**src/core/dcmt_consts.vh**
```
`ifndef DCMT_CONSTS_VH
`define DCMT_CONSTS_VH

// Register indices; byte address is four times the index
`define DCMT_IDX_RUN   32'hffff83d0
`define DCMT_IDX_CSR0  32'hffff83d2
`define DCMT_IDX_CNT0  32'hffff83d4
`define DCMT_IDX_PER0  32'hffff83d6
`define DCMT_IDX_CSR1  32'hffff83d8
`define DCMT_IDX_CNT1  32'hffff83da
`define DCMT_IDX_PER1  32'hffff83dc
`define DCMT_IDX_IST   32'hffff83de
`define DCMT_IDX_IMSK  32'hffff83e0

// Control/status fields
`define DCMT_BIT_FLAG  7
`define DCMT_BIT_IE    6
`define DCMT_BIT_CKSH  1
`define DCMT_BIT_CKSL  0

// Reset values
`define DCMT_RST_ZERO  16'h0000
`define DCMT_RST_PER   16'hffff

// Prescaler width (divide by 512) and first tap width (divide by 8)
`define DCMT_PRE_W     9
`define DCMT_DIV8_W    3

`endif

```
**src/core/dcmt_prescaler.v**
```verilog
`timescale 1ns/1ns
`include "dcmt_consts.vh"

module dcmt_prescaler (
  // Clock and reset
  input  wire       ref_clk_i,
  input  wire       init_i,
  // Divided ticks: /8, /32, /128, /512
  output wire [3:0] tick_o
);

  reg [`DCMT_PRE_W-1:0] pre_r;

  // Shared free-running divider keeps both channels phase-aligned
  always @(posedge ref_clk_i) begin
    if (init_i) begin
      pre_r <= {`DCMT_PRE_W{1'b0}};
    end else begin
      pre_r <= pre_r + 1'b1;
    end
  end

  genvar k;
  generate
    for (k = 0; k < 4; k = k + 1) begin : g_tap
      assign tick_o[k] = &pre_r[`DCMT_DIV8_W + 2*k - 1:0];
    end
  endgenerate

endmodule

```
**src/core/dcmt_chan.v**
```verilog
`timescale 1ns/1ns
`include "dcmt_consts.vh"

module dcmt_chan #(
  parameter W = 16
) (
  // Clock and initialisation
  input  wire         ref_clk_i,
  input  wire         init_i,
  // Selected tick, already gated by run
  input  wire         tick_i,
  input  wire [W-1:0] period_i,
  // Software write
  input  wire         wr_lo_i,
  input  wire         wr_hi_i,
  input  wire [W-1:0] wdata_i,
  // State
  output wire [W-1:0] cnt_o,
  output wire         match_o
);

  reg  [W-1:0] cnt_r;
  wire [W-1:0] merged;

  assign merged  = {wr_hi_i ? wdata_i[W-1:W/2] : cnt_r[W-1:W/2],
                    wr_lo_i ? wdata_i[W/2-1:0] : cnt_r[W/2-1:0]};
  assign match_o = tick_i && (cnt_r == period_i);
  assign cnt_o   = cnt_r;

  always @(posedge ref_clk_i) begin
    if (init_i) begin
      cnt_r <= `DCMT_RST_ZERO;
    end else if (match_o) begin
      cnt_r <= `DCMT_RST_ZERO;
    end else if (wr_lo_i || wr_hi_i) begin
      cnt_r <= merged;
    end else if (tick_i) begin
      cnt_r <= cnt_r + 1'b1;
    end
  end

endmodule

```
**src/core/dcmt_timer.v**
```verilog
`timescale 1ns/1ns
`include "dcmt_consts.vh"

module dcmt_timer #(
  parameter AW = 12,
  parameter NCH = 2,
  parameter CW = 16
) (
  // Clock and resets
  input  wire          ref_clk_i,
  input  wire          nrst_i,
  input  wire          standby_i,
  input  wire          manual_rst_i,
  // Transfer controller flag clear strobes
  input  wire [NCH-1:0] dtc_clr_i,
  // APB slave
  input  wire          psel_i,
  input  wire          penable_i,
  input  wire          pwrite_i,
  input  wire [AW-1:0] paddr_i,
  input  wire [31:0]   pwdata_i,
  input  wire [3:0]    pstrb_i,
  output wire [31:0]   prdata_o,
  output wire          pready_o,
  output wire          pslverr_o,
  // Interrupts
  output wire [NCH-1:0] match_irq_request_o,
  output wire          irq_o
);

  localparam [31:0] I_RUN  = `DCMT_IDX_RUN;
  localparam [31:0] I_CSR0 = `DCMT_IDX_CSR0;
  localparam [31:0] I_CNT0 = `DCMT_IDX_CNT0;
  localparam [31:0] I_PER0 = `DCMT_IDX_PER0;
  localparam [31:0] I_CSR1 = `DCMT_IDX_CSR1;
  localparam [31:0] I_CNT1 = `DCMT_IDX_CNT1;
  localparam [31:0] I_PER1 = `DCMT_IDX_PER1;
  localparam [31:0] I_IST  = `DCMT_IDX_IST;
  localparam [31:0] I_IMSK = `DCMT_IDX_IMSK;

  // Power-on reset and standby share one initialise path
  wire init;
  assign init = !nrst_i || standby_i;

  // Manual reset comes from a pin; two flops keep a metastable edge out of the arm logic
  reg mrst_meta_r;
  reg mrst_sync_r;

  always @(posedge ref_clk_i) begin
    mrst_meta_r <= manual_rst_i;
    mrst_sync_r <= mrst_meta_r;
  end

  // Bus phases
  wire          setup;
  wire          access;
  wire          wen;
  wire          ren;
  wire [AW-3:0] adr;
  wire          lane_lo;
  wire          lane_hi;

  assign setup   = psel_i && !penable_i;
  assign access  = psel_i && penable_i;
  assign wen     = access && pwrite_i;
  assign ren     = access && !pwrite_i;
  assign adr     = paddr_i[AW-1:2];
  assign lane_lo = pstrb_i[0];
  assign lane_hi = pstrb_i[1];

  // Address hits
  wire hit_run;
  wire hit_ist;
  wire hit_imsk;
  wire [NCH-1:0] hit_csr;
  wire [NCH-1:0] hit_cnt;
  wire [NCH-1:0] hit_per;
  wire hit_any;

  assign hit_run  = (adr == I_RUN[AW-3:0]);
  assign hit_ist  = (adr == I_IST[AW-3:0]);
  assign hit_imsk = (adr == I_IMSK[AW-3:0]);
  assign hit_csr  = {adr == I_CSR1[AW-3:0], adr == I_CSR0[AW-3:0]};
  assign hit_cnt  = {adr == I_CNT1[AW-3:0], adr == I_CNT0[AW-3:0]};
  assign hit_per  = {adr == I_PER1[AW-3:0], adr == I_PER0[AW-3:0]};
  assign hit_any  = hit_run || hit_ist || hit_imsk ||
                    (|hit_csr) || (|hit_cnt) || (|hit_per);

  // Control and status state
  reg [NCH-1:0]   run_r;
  reg [NCH-1:0]   ie_r;
  reg [2*NCH-1:0] cks_r;
  reg [NCH-1:0]   flag_r;
  reg [NCH-1:0]   arm_r;
  reg [NCH*CW-1:0] per_r;
  reg [NCH-1:0]   ist_r;
  reg [NCH-1:0]   imsk_r;
  reg [31:0]      rdata_r;
  reg [31:0]      rdata_nxt;

  wire [NCH*CW-1:0] cnt;
  wire [NCH-1:0]    match;
  wire [3:0]        tick_div;

  dcmt_prescaler u_pre (
    .ref_clk_i (ref_clk_i),
    .init_i    (init),
    .tick_o    (tick_div)
  );

  // Run register
  always @(posedge ref_clk_i) begin
    if (init) begin
      run_r <= {NCH{1'b0}};
    end else if (wen && hit_run && lane_lo) begin
      run_r <= pwdata_i[NCH-1:0];
    end
  end

  // Local interrupt mask
  always @(posedge ref_clk_i) begin
    if (init) begin
      imsk_r <= {NCH{1'b0}};
    end else if (wen && hit_imsk && lane_lo) begin
      imsk_r <= pwdata_i[NCH-1:0];
    end
  end

  // Per-channel datapath
  genvar ch;
  generate
    for (ch = 0; ch < NCH; ch = ch + 1) begin : g_ch
      wire [1:0]    sel;
      wire          tick;
      wire          csr_wlo;
      wire          clr_sw;
      wire          ist_w1c;
      wire [CW-1:0] per_cur;

      assign sel     = cks_r[2*ch+1:2*ch];
      assign per_cur = per_r[CW*ch+CW-1:CW*ch];

      // Stopped channel sees no tick, so it holds and never matches
      assign tick = run_r[ch] && tick_div[sel];

      assign csr_wlo = wen && hit_csr[ch] && lane_lo;
      // Clear only with a zero written after a read saw the flag set
      assign clr_sw  = csr_wlo && !pwdata_i[`DCMT_BIT_FLAG] && arm_r[ch];
      assign ist_w1c = wen && hit_ist && lane_lo && pwdata_i[ch];

      dcmt_chan #(
        .W (CW)
      ) u_chan (
        .ref_clk_i (ref_clk_i),
        .init_i    (init),
        .tick_i    (tick),
        .period_i  (per_cur),
        .wr_lo_i   (wen && hit_cnt[ch] && lane_lo),
        .wr_hi_i   (wen && hit_cnt[ch] && lane_hi),
        .wdata_i   (pwdata_i[CW-1:0]),
        .cnt_o     (cnt[CW*ch+CW-1:CW*ch]),
        .match_o   (match[ch])
      );

      // Enable and clock select fields
      always @(posedge ref_clk_i) begin
        if (init) begin
          ie_r[ch]            <= 1'b0;
          cks_r[2*ch+1:2*ch]  <= 2'h0;
        end else if (csr_wlo) begin
          ie_r[ch]            <= pwdata_i[`DCMT_BIT_IE];
          cks_r[2*ch+1:2*ch]  <= pwdata_i[`DCMT_BIT_CKSH:`DCMT_BIT_CKSL];
        end
      end

      // Match flag: a new match wins over any clear in the same cycle
      always @(posedge ref_clk_i) begin
        if (init) begin
          flag_r[ch] <= 1'b0;
        end else if (match[ch]) begin
          flag_r[ch] <= 1'b1;
        end else if (clr_sw || dtc_clr_i[ch]) begin
          flag_r[ch] <= 1'b0;
        end
      end

      // Read-then-write arming; a write of 1 just disarms
      always @(posedge ref_clk_i) begin
        if (init || mrst_sync_r) begin
          arm_r[ch] <= 1'b0;
        end else if (csr_wlo) begin
          arm_r[ch] <= 1'b0;
        end else if (ren && hit_csr[ch] && rdata_r[`DCMT_BIT_FLAG]) begin
          arm_r[ch] <= 1'b1;
        end else if (!flag_r[ch]) begin
          arm_r[ch] <= 1'b0;
        end
      end

      // Period register, byte-lane writable
      always @(posedge ref_clk_i) begin
        if (init) begin
          per_r[CW*ch+CW-1:CW*ch] <= `DCMT_RST_PER;
        end else if (wen && hit_per[ch]) begin
          if (lane_lo) begin
            per_r[CW*ch+CW/2-1:CW*ch] <= pwdata_i[CW/2-1:0];
          end
          if (lane_hi) begin
            per_r[CW*ch+CW-1:CW*ch+CW/2] <= pwdata_i[CW-1:CW/2];
          end
        end
      end

      // Sticky event status, write one to clear, set wins
      always @(posedge ref_clk_i) begin
        if (init) begin
          ist_r[ch] <= 1'b0;
        end else if (match[ch]) begin
          ist_r[ch] <= 1'b1;
        end else if (ist_w1c) begin
          ist_r[ch] <= 1'b0;
        end
      end

      assign match_irq_request_o[ch] = flag_r[ch] && ie_r[ch];
    end
  endgenerate

  // Manual reset reaches only the read-arm state; no timer register sees it

  // Read mux; reserved bits stay zero
  always @* begin
    rdata_nxt = 32'h0000_0000;
    if (hit_run) begin
      rdata_nxt[NCH-1:0] = run_r;
    end
    if (hit_ist) begin
      rdata_nxt[NCH-1:0] = ist_r;
    end
    if (hit_imsk) begin
      rdata_nxt[NCH-1:0] = imsk_r;
    end
    if (hit_csr[0]) begin
      rdata_nxt[`DCMT_BIT_FLAG] = flag_r[0];
      rdata_nxt[`DCMT_BIT_IE]   = ie_r[0];
      rdata_nxt[`DCMT_BIT_CKSH:`DCMT_BIT_CKSL] = cks_r[1:0];
    end
    if (hit_csr[1]) begin
      rdata_nxt[`DCMT_BIT_FLAG] = flag_r[1];
      rdata_nxt[`DCMT_BIT_IE]   = ie_r[1];
      rdata_nxt[`DCMT_BIT_CKSH:`DCMT_BIT_CKSL] = cks_r[3:2];
    end
    if (hit_cnt[0]) begin
      rdata_nxt[CW-1:0] = cnt[CW-1:0];
    end
    if (hit_cnt[1]) begin
      rdata_nxt[CW-1:0] = cnt[2*CW-1:CW];
    end
    if (hit_per[0]) begin
      rdata_nxt[CW-1:0] = per_r[CW-1:0];
    end
    if (hit_per[1]) begin
      rdata_nxt[CW-1:0] = per_r[2*CW-1:CW];
    end
  end

  // Read data captured in the setup cycle so the access phase needs no wait.
  // Trade-off: a counter read shows the value one cycle before completion.
  always @(posedge ref_clk_i) begin
    if (init) begin
      rdata_r <= 32'h0000_0000;
    end else if (setup && !pwrite_i) begin
      rdata_r <= rdata_nxt;
    end
  end

  assign prdata_o  = rdata_r;
  assign pready_o  = 1'b1;
  assign pslverr_o = access && !hit_any;
  assign irq_o     = |(ist_r & imsk_r);

endmodule

```
**config.mk**
```make
export PLATFORM = sky130hd
export DESIGN_NAME = dcmt_timer
export DESIGN_NICKNAME = d
export VERILOG_FILES = /design/src/core/dcmt_prescaler.v /design/src/core/dcmt_chan.v /design/src/core/dcmt_timer.v
export VERILOG_INCLUDE_DIRS = /design/src /design/src/core
export SDC_FILE = /design/constraint.sdc
export NUM_CORES = 1
export LEC_CHECK = 0
export ABC_AREA = 1
export BUFFER_PORTS_ARGS = -buffer_cell sky130_fd_sc_hd__buf_2
export CAP_MARGIN = 20
export CORE_ASPECT_RATIO = 1.1
export CORE_MARGIN = 1
export CORE_UTILIZATION = 50
export CTS_BUF_LIST = sky130_fd_sc_hd__clkbuf_2 sky130_fd_sc_hd__clkbuf_4 sky130_fd_sc_hd__clkbuf_8
export DETAILED_ROUTE_END_ITERATION = 6
export GPL_TIMING_DRIVEN = 0
export MAX_ROUTING_LAYER = met4
export PLACE_DENSITY = 0.72
export SLEW_MARGIN = 10
export SYNTH_ARGS = -nofsm -noshare
export SYNTH_HDL_FRONTEND = slang
export SYNTH_SLANG_ARGS = --single-unit
```
**constraint.sdc**
```tcl
create_clock -name ref_clk_i -period 2.4 [get_ports ref_clk_i]
set_clock_uncertainty 0.05 [all_clocks]
set_input_delay 0.48 -clock ref_clk_i [delete_from_list [all_inputs] [get_ports ref_clk_i]]
set_output_delay 0.48 -clock ref_clk_i [all_outputs]
set_load 0.01 [all_outputs]
```
==> reports/results.ini, run 1 <==
[logic_synthesis]
synth_enable_flop_cells=0
synth.distinct_cells=43
syn_area_per_cell_sq_um=6.81
yosys.area_share.simple=0.274
synth_compound_area_frac=0.192
ys_async_sr_fraction=0
synth_warnings=0
synthesis.area_sq_mm=0.00618
synth_xor_area_frac=0.0623
synthAdderAreaFrac=0.0121
ys_seq_area_frac=0.346
syn-instance-count=908
synth_top_family_by_area=simple AND/OR/NAND/NOR gates
ys_ff_latch=107
synth_mux_area_frac=0
ys.flop_type=dfxtp_1

[cells_and_area]
final_common_cell=nand2_1
fin_util=0.582
fillCellCount=1250
fin_nets=1059
antenna_cells=0
most-common-layout-cells=nand2_1 (209), dfxtp_1 (106), inv_1 (98), a21oi_1 (79), buf_2 (66)
fin_area_sq_mm=0.00700
drive_gt1_frac=0.159
area_delta_synth_final_pct=13.3

[sta]
max_slew_margin=0.519
final-setup-viol-count=0
worst_pin_slew_ns=0.716
hold_viol_final=0
rsz0062_at_grt=no
drv_slew=0
min_period_ns=2.26
finalCritPeriodShare=0.943
max_freq_mhz=442

[setup_path]
required_ns=2.67
end_kind=register
cp-start-kind=register
arrival_ns=2.53
worstPathMaxFanout=3
path_class=reg -> reg

[die]
die_area_sq_mm=0.0128
die_y_microns=119
start_util=0.514
die_x_microns=108
ioPinCount=94
rows=42
core-area_sq_mm=0.0120

[global_routing]
grt_usage=0.302
overflow=0
grt_pass1_vias=5599
antenna_found_initial=0
grt_pass1_wl_microns=28700
grt_max_degree=19

[power]
clockPowerShare=0.346
switchingPower_uw=817
power_frac_seq=0.582
p_int_uw=2250
switching_share=0.266
vdd_drop_max_mv=0.381
p_leak_uw=0.00294
comb_power_share=0.072
powerDensity_mw_per_mm2=438

[clock_tree]
cts.sinks=107
numCtsBuffers=9
clkTransAtPathRegs_ns=0.11
ctsLongestPathBuffers=2
clockRootBuffer=clkbuf_8
tritoncts=yes
cts.htree.levels=3
clk_latency_ns=0.39
hold_buffers=0

[placed_design]
numPortBuffers=56
place.gp.congestion=0.953
dp.final_hpwl_microns=14200
placed_area_sq_mm=0.00672

[job]
drv_cap=0

[route]
final_antenna_net_count=0
wirelength_microns=18200
drc=0
drtIter0Drc=482
vias_per_cell=5.44
first_pass_iters=5
dr_total_vias=6282
wl_per_cell_microns=15.8

[outcome]
run_status=finished, final reports clean

[hold_path]
hold_class=in -> reg

[synthesized netlist by cell type, types with 2 or more instances]
master,instances,area (sq um)
a21oi_1,79,395
a21oi_2,2,17.5
a41oi_1,3,26.3
buf_2,10,50.1
buf_4,17,128
buf_6,3,33.8
clkbuf_1,19,71.3
conb_1,2,7.51
dfxtp_1,107,2140
ha_1,6,75.1
inv_1,98,368
inv_2,10,37.5
nand2_1,212,796
nand2_2,9,56.3
nand3_1,40,200
nand4_1,26,163
nor2_1,67,251
nor2_2,2,12.5
nor2_4,4,45.0
nor3_1,14,70.1
nor4_1,3,18.8
o211ai_1,39,293
o21ai_0,61,305
o21ai_1,5,25.0
o21ai_2,2,17.5
o22ai_1,5,31.3
or2_2,5,31.3
xnor2_1,28,245
xor2_1,16,140
[cell type report]
class | instances | area [sq um] | share of cell area
Clock inverter | 6 | 48.8 | 0.00697
Inverter | 109 | 409 | 0.0584
Tap cell | 154 | 193 | 0.0275
Buffer | 50 | 294 | 0.0420
Clock buffer | 10 | 131 | 0.0188
Multi-Input combinational cell | 657 | 3460 | 0.494
Sequential cell | 107 | 2140 | 0.306
Timing Repair Buffer | 62 | 323 | 0.0461
[logic make-up (layout without fill, tap and decap cells)]
family          count (synthesis)  after routing
compound gates                204            204
other cells                     2             17
buf+inv                       159            237
simple gates                  386            386
xor+xnor                       44             44
fa+ha+maj                       6              6
flops                         107            107
[layer usage]
metal	up-vias	wire length (microns)	share of wire	global-route usage
met5	-	0	0	-
met4	0	565	0.031	0.134
met3	39	1220	0.067	0.0336
met2	244	8500	0.47	0.470
met1	2863	7950	0.44	0.392
li1	3136	-	-	-
[stage by stage]
step	setup slack [ns]	std cells	power [uW]	hold slack (ns)	TNS (ns)
floorplan	0.401	923	1950	0.260	0
global placement	-0.379	1133	2040	0.269	-7.72
detailed placement	-0.234	1134	2040	0.265	-3.69
CTS	0.0134	1152	3080	0.138	0
global route	0.0112	1155	3170	0.141	0
finish	0.137	1155	3070	0.147	0
[registers in the layout, summed over array words and instances, names as in the netlist]
name,cells
arm_r,2
ie_r,2
g_ch.per_cur,32
run_r,2
mrst_sync_r,1
prdata_o,16
g_ch.u_chan.cnt_o,32
mrst_meta_r,1
flag_r,2
u_pre.pre_r,9
imsk_r,2
ist_r,2
g_ch.sel,4
[power by group through the flow]
| stage | combinational, uW | sequential, uW | clock (uW) |
|---|---|---|---|
| 6_report | 222 | 1790 | 1060 |
| 5_1_grt | 240 | 1790 | 1140 |
| 4_1_cts | 214 | 1790 | 1080 |
| 3_5_place_dp | 210 | 1830 | 0 |
| 3_3_place_gp | 210 | 1830 | 0 |
| 2_1_floorplan | 119 | 1830 | 0 |
[path summary, 6_finish.rpt]
| path | from | end | slack, ns | depth (start not counted) |
|---|---|---|---|---|
| max | u_pre.pre_r[0]$_SDFF_PP0_ | flag_r[1]$_SDFFE_PP0P_ | 0.14 | 13 |
| min reg2reg | mrst_meta_r$_DFF_P_ | mrst_sync_r$_DFF_P_ | 0.29 | 0 |
| max reg2reg | u_pre.pre_r[0]$_SDFF_PP0_ | flag_r[1]$_SDFFE_PP0P_ | 0.14 | 13 |
| min | manual_rst_i | mrst_meta_r$_DFF_P_ | 0.15 | 1 |
[critical path: stages (launching register included)]
cell,delay [ns]
dfxtp_2,0.35
ha_2,0.18
nand3_2,0.09
nor2_4,0.14
nand2_2,0.08
nor2_2,0.09
ha_2,0.17
a21oi_1,0.06
o21ai_0,0.08
nand3_1,0.21
nand3b_1,0.30
buf_4,0.18
buf_4,0.13
a21oi_1,0.10
[timing repair]
action                                  CTS  global route
endpoints found under the hold margin     0             0
endpoints found under the setup margin   19            35
pin swaps                                 2             2
buffers inserted                          2             3
resized for setup                         6            14
Power figures use the tool's default switching activity.
==> inputs of run 2 (changes only) <==
- CORE_UTILIZATION: 50 -> 59
- PLACE_DENSITY: 0.72 -> 0.82
==> run 2 against run 1 <==
Sequential power hardly changed. Count of clock-buffer cells in the layout did not move. Final cell count decreased by 1.2%. Sequential cell count unchanged. Hold slack lost 0.013 ns. Routed wire length is 1.7% higher. First-iteration DRC count rose by 16%. Final area increased by 0.38%. Largest power group unchanged. Highest routed layer unchanged.
==> reports/results.ini, run 2 (synthesized netlist as in run 1, its figures left out) <==
[sta]
drv_slew=0  ; unchanged
hold_viol_final=0  ; unchanged
max_slew_margin=0.214  ; -0.305
max_freq_mhz=425  ; -4.0%
hold_ws_ns=0.134  ; -0.0130 ns
min_period_ns=2.36  ; +0.0932 ns
worst_pin_slew_ns=1.17  ; +0.454 ns
finalCritPeriodShare=0.982  ; +0.0388
final-setup-viol-count=0  ; unchanged

[setup_path]
rr_startpoint=u_pre.pre_r[0]$_SDFF_PP0_
reg2reg_slack_ns=0.04  ; -0.09 ns
r2r-end=flag_r[1]$_SDFFE_PP0P_
path_class=reg -> reg
r2r_cells=13  ; unchanged
arrival_ns=2.64  ; +0.11 ns
cp_slowest_cell=dfxtp_2
end_kind=register
cp-start-kind=register
cp_cell_sequence=ha_2 -> nand3_2 -> nor2_4 -> nand2_2 -> nor2_1 -> ha_2 -> a21oi_1 -> o21ai_0 -> nand3_1 -> nand3b_1 -> buf_4 -> buf_4 -> a21oi_1
worstPathMaxFanout=3  ; unchanged
required_ns=2.68  ; about the same
critPathMaxStageDelay_ns=0.35  ; about the same

[hold_path]
hold_end=mrst_meta_r$_DFF_P_
hold_start=manual_rst_i
hold_class=in -> reg
hold_path_depth=1  ; unchanged

[power]
p_leak_uw=0.00297  ; +1.0%
p_total_uw=3320  ; +8.0%
vdd_drop_max_mv=0.354  ; -7.1%
powerDensity_mw_per_mm2=472  ; +7.6%

[clock_tree]
clk_latency_ns=0.40  ; about the same
tritoncts=yes
ctsLongestPathBuffers=2  ; unchanged
clkTransAtPathRegs_ns=0.11  ; about the same
cts.htree.levels=3  ; unchanged
clockRootBuffer=clkbuf_8
numCtsBuffers=9  ; unchanged
cts.sinks=107  ; unchanged

[global_routing]
antenna_found_initial=0  ; unchanged
overflow=0  ; unchanged
grt_max_degree=19  ; unchanged
grt_usage=0.359  ; +0.0566
grt_pass1_vias=5730  ; +2.3%
grt_pass1_wl_microns=28900  ; +0.46%

[route]
drtIter0Drc=561  ; +16%
wirelength_microns=18500  ; +1.7%
top_layer_used=met4
first_pass_iters=5  ; unchanged
final_antenna_net_count=0  ; unchanged
drc=0  ; unchanged
vias_per_cell=5.65  ; +3.9%
wl_met3_microns=1570  ; +29%
met1Wirelength_microns=7680  ; -3.5%
dr_total_vias=6448  ; +2.6%
wl_per_cell_microns=16.2  ; +2.9%
met2WireLength_microns=8400  ; -1.2%

[placed_design]
numPortBuffers=56  ; unchanged
dp_cells=1119  ; -1.3%
place.gp.congestion=1.01  ; +6.2%
dp.final_hpwl_microns=14000  ; -1.7%
placed_area_sq_mm=0.00670  ; -0.34%

[die]
die_y_microns=109  ; -7.8%
start_util=0.616  ; +0.103
die_x_microns=99.6  ; -7.8%
rows=38  ; -9.5%
die_area_sq_mm=0.0109  ; -15%
ioPinCount=94  ; unchanged
core-area_sq_mm=0.0100  ; -17%

[cells_and_area]
instances_no_fill=1141  ; -1.2%
final_common_cell=nand2_1
most-common-layout-cells=nand2_1 (209), dfxtp_1 (105), inv_1 (98), a21oi_1 (79), nor2_1 (66)
drive_gt1_frac=0.156  ; -0.00300
antenna_cells=0  ; unchanged
fin_util=0.701  ; +0.119
area_delta_synth_final_pct=13.7
fin_nets=1059  ; unchanged
fillCellCount=892  ; -29%
fin_area_sq_mm=0.00703  ; +0.38%

[job]
drv_cap=0  ; unchanged

[outcome]
run_status=finished, final reports clean

==> run 2: changes by cell type in the layout (fill, tap and decap cells not counted), moves of 2 or more <==
| cell | delta |
|---|---|
| nor2_2 | -2 |
| clkinvlp_4 | -2 |
| bufinv_16 | +2 |
| nor2_1 | +2 |
==> run 2: final cells by class <==
type                       instances  area, sq um  share of cell area
timing repair buffer              62          325              0.0463
clock inverter                     6         93.8              0.0133
inverter                         109          409              0.0582
clock buffer                      10          138              0.0196
buffer                            50          298              0.0424
sequential                       107         2140               0.305
multi-input combinational        657         3450               0.490
tap                              140          175              0.0249
==> run 2: repair_timing <==
action                     CTS  global route
resized for setup            4            14
setup buffers                3             3
setup endpoints to repair   21            31
hold buffers                 0             0
pin swaps                    1             3
==> run 2: stage by stage <==
step	setup TNS [ns]	setup slack, ns
finish	0	0.0443
global placement	-4.67	-0.230
CTS	0	0.00500
floorplan	0	0.401
detailed placement	-5.20	-0.279
global route	-0.241	-0.0452
==> run 2: per-layer routing <==
metal  global-route usage  vias to the layer above
met1                0.436                     2925
met4                0.220                        0
met5                    -                        -
met3               0.0579                       58
li1                     -                     3136
met2                0.562                      329
==> run 2: worst max-delay path by stage <==
stage,slack [ns],startpoint,to
floorplan,0.40,u_pre.pre_r[0]$_SDFF_PP0_,g_ch[1].u_chan.cnt_o[0]$_SDFFE_PP0P_
global placement,-0.23,u_pre.pre_r[0]$_SDFF_PP0_,g_ch[1].u_chan.cnt_o[0]$_SDFFE_PP0P_
detailed placement,-0.28,u_pre.pre_r[0]$_SDFF_PP0_,g_ch[1].u_chan.cnt_o[0]$_SDFFE_PP0P_
CTS,0.005,u_pre.pre_r[0]$_SDFF_PP0_,g_ch[1].u_chan.cnt_o[13]$_SDFFE_PP0P_
global route,-0.05,u_pre.pre_r[0]$_SDFF_PP0_,g_ch[1].u_chan.cnt_o[15]$_SDFFE_PP0P_
finish,0.04,u_pre.pre_r[0]$_SDFF_PP0_,flag_r[1]$_SDFFE_PP0P_
==> run 2: power by group <==
group	total, uW	switching [uW]	internal (uW)
logic	221	150	71.1
clock network	1310	682	626
registers	1790	3.98	1780
total	3320	836	2480
==> run 2: worst max-delay path: cells and delay by family, from the launching register on <==
family          cells  cell delay [ns]
compound gates      3             0.26
flops               1             0.35
fa+ha+maj           2             0.36
buf+inv             2             0.32
simple gates        6             0.95
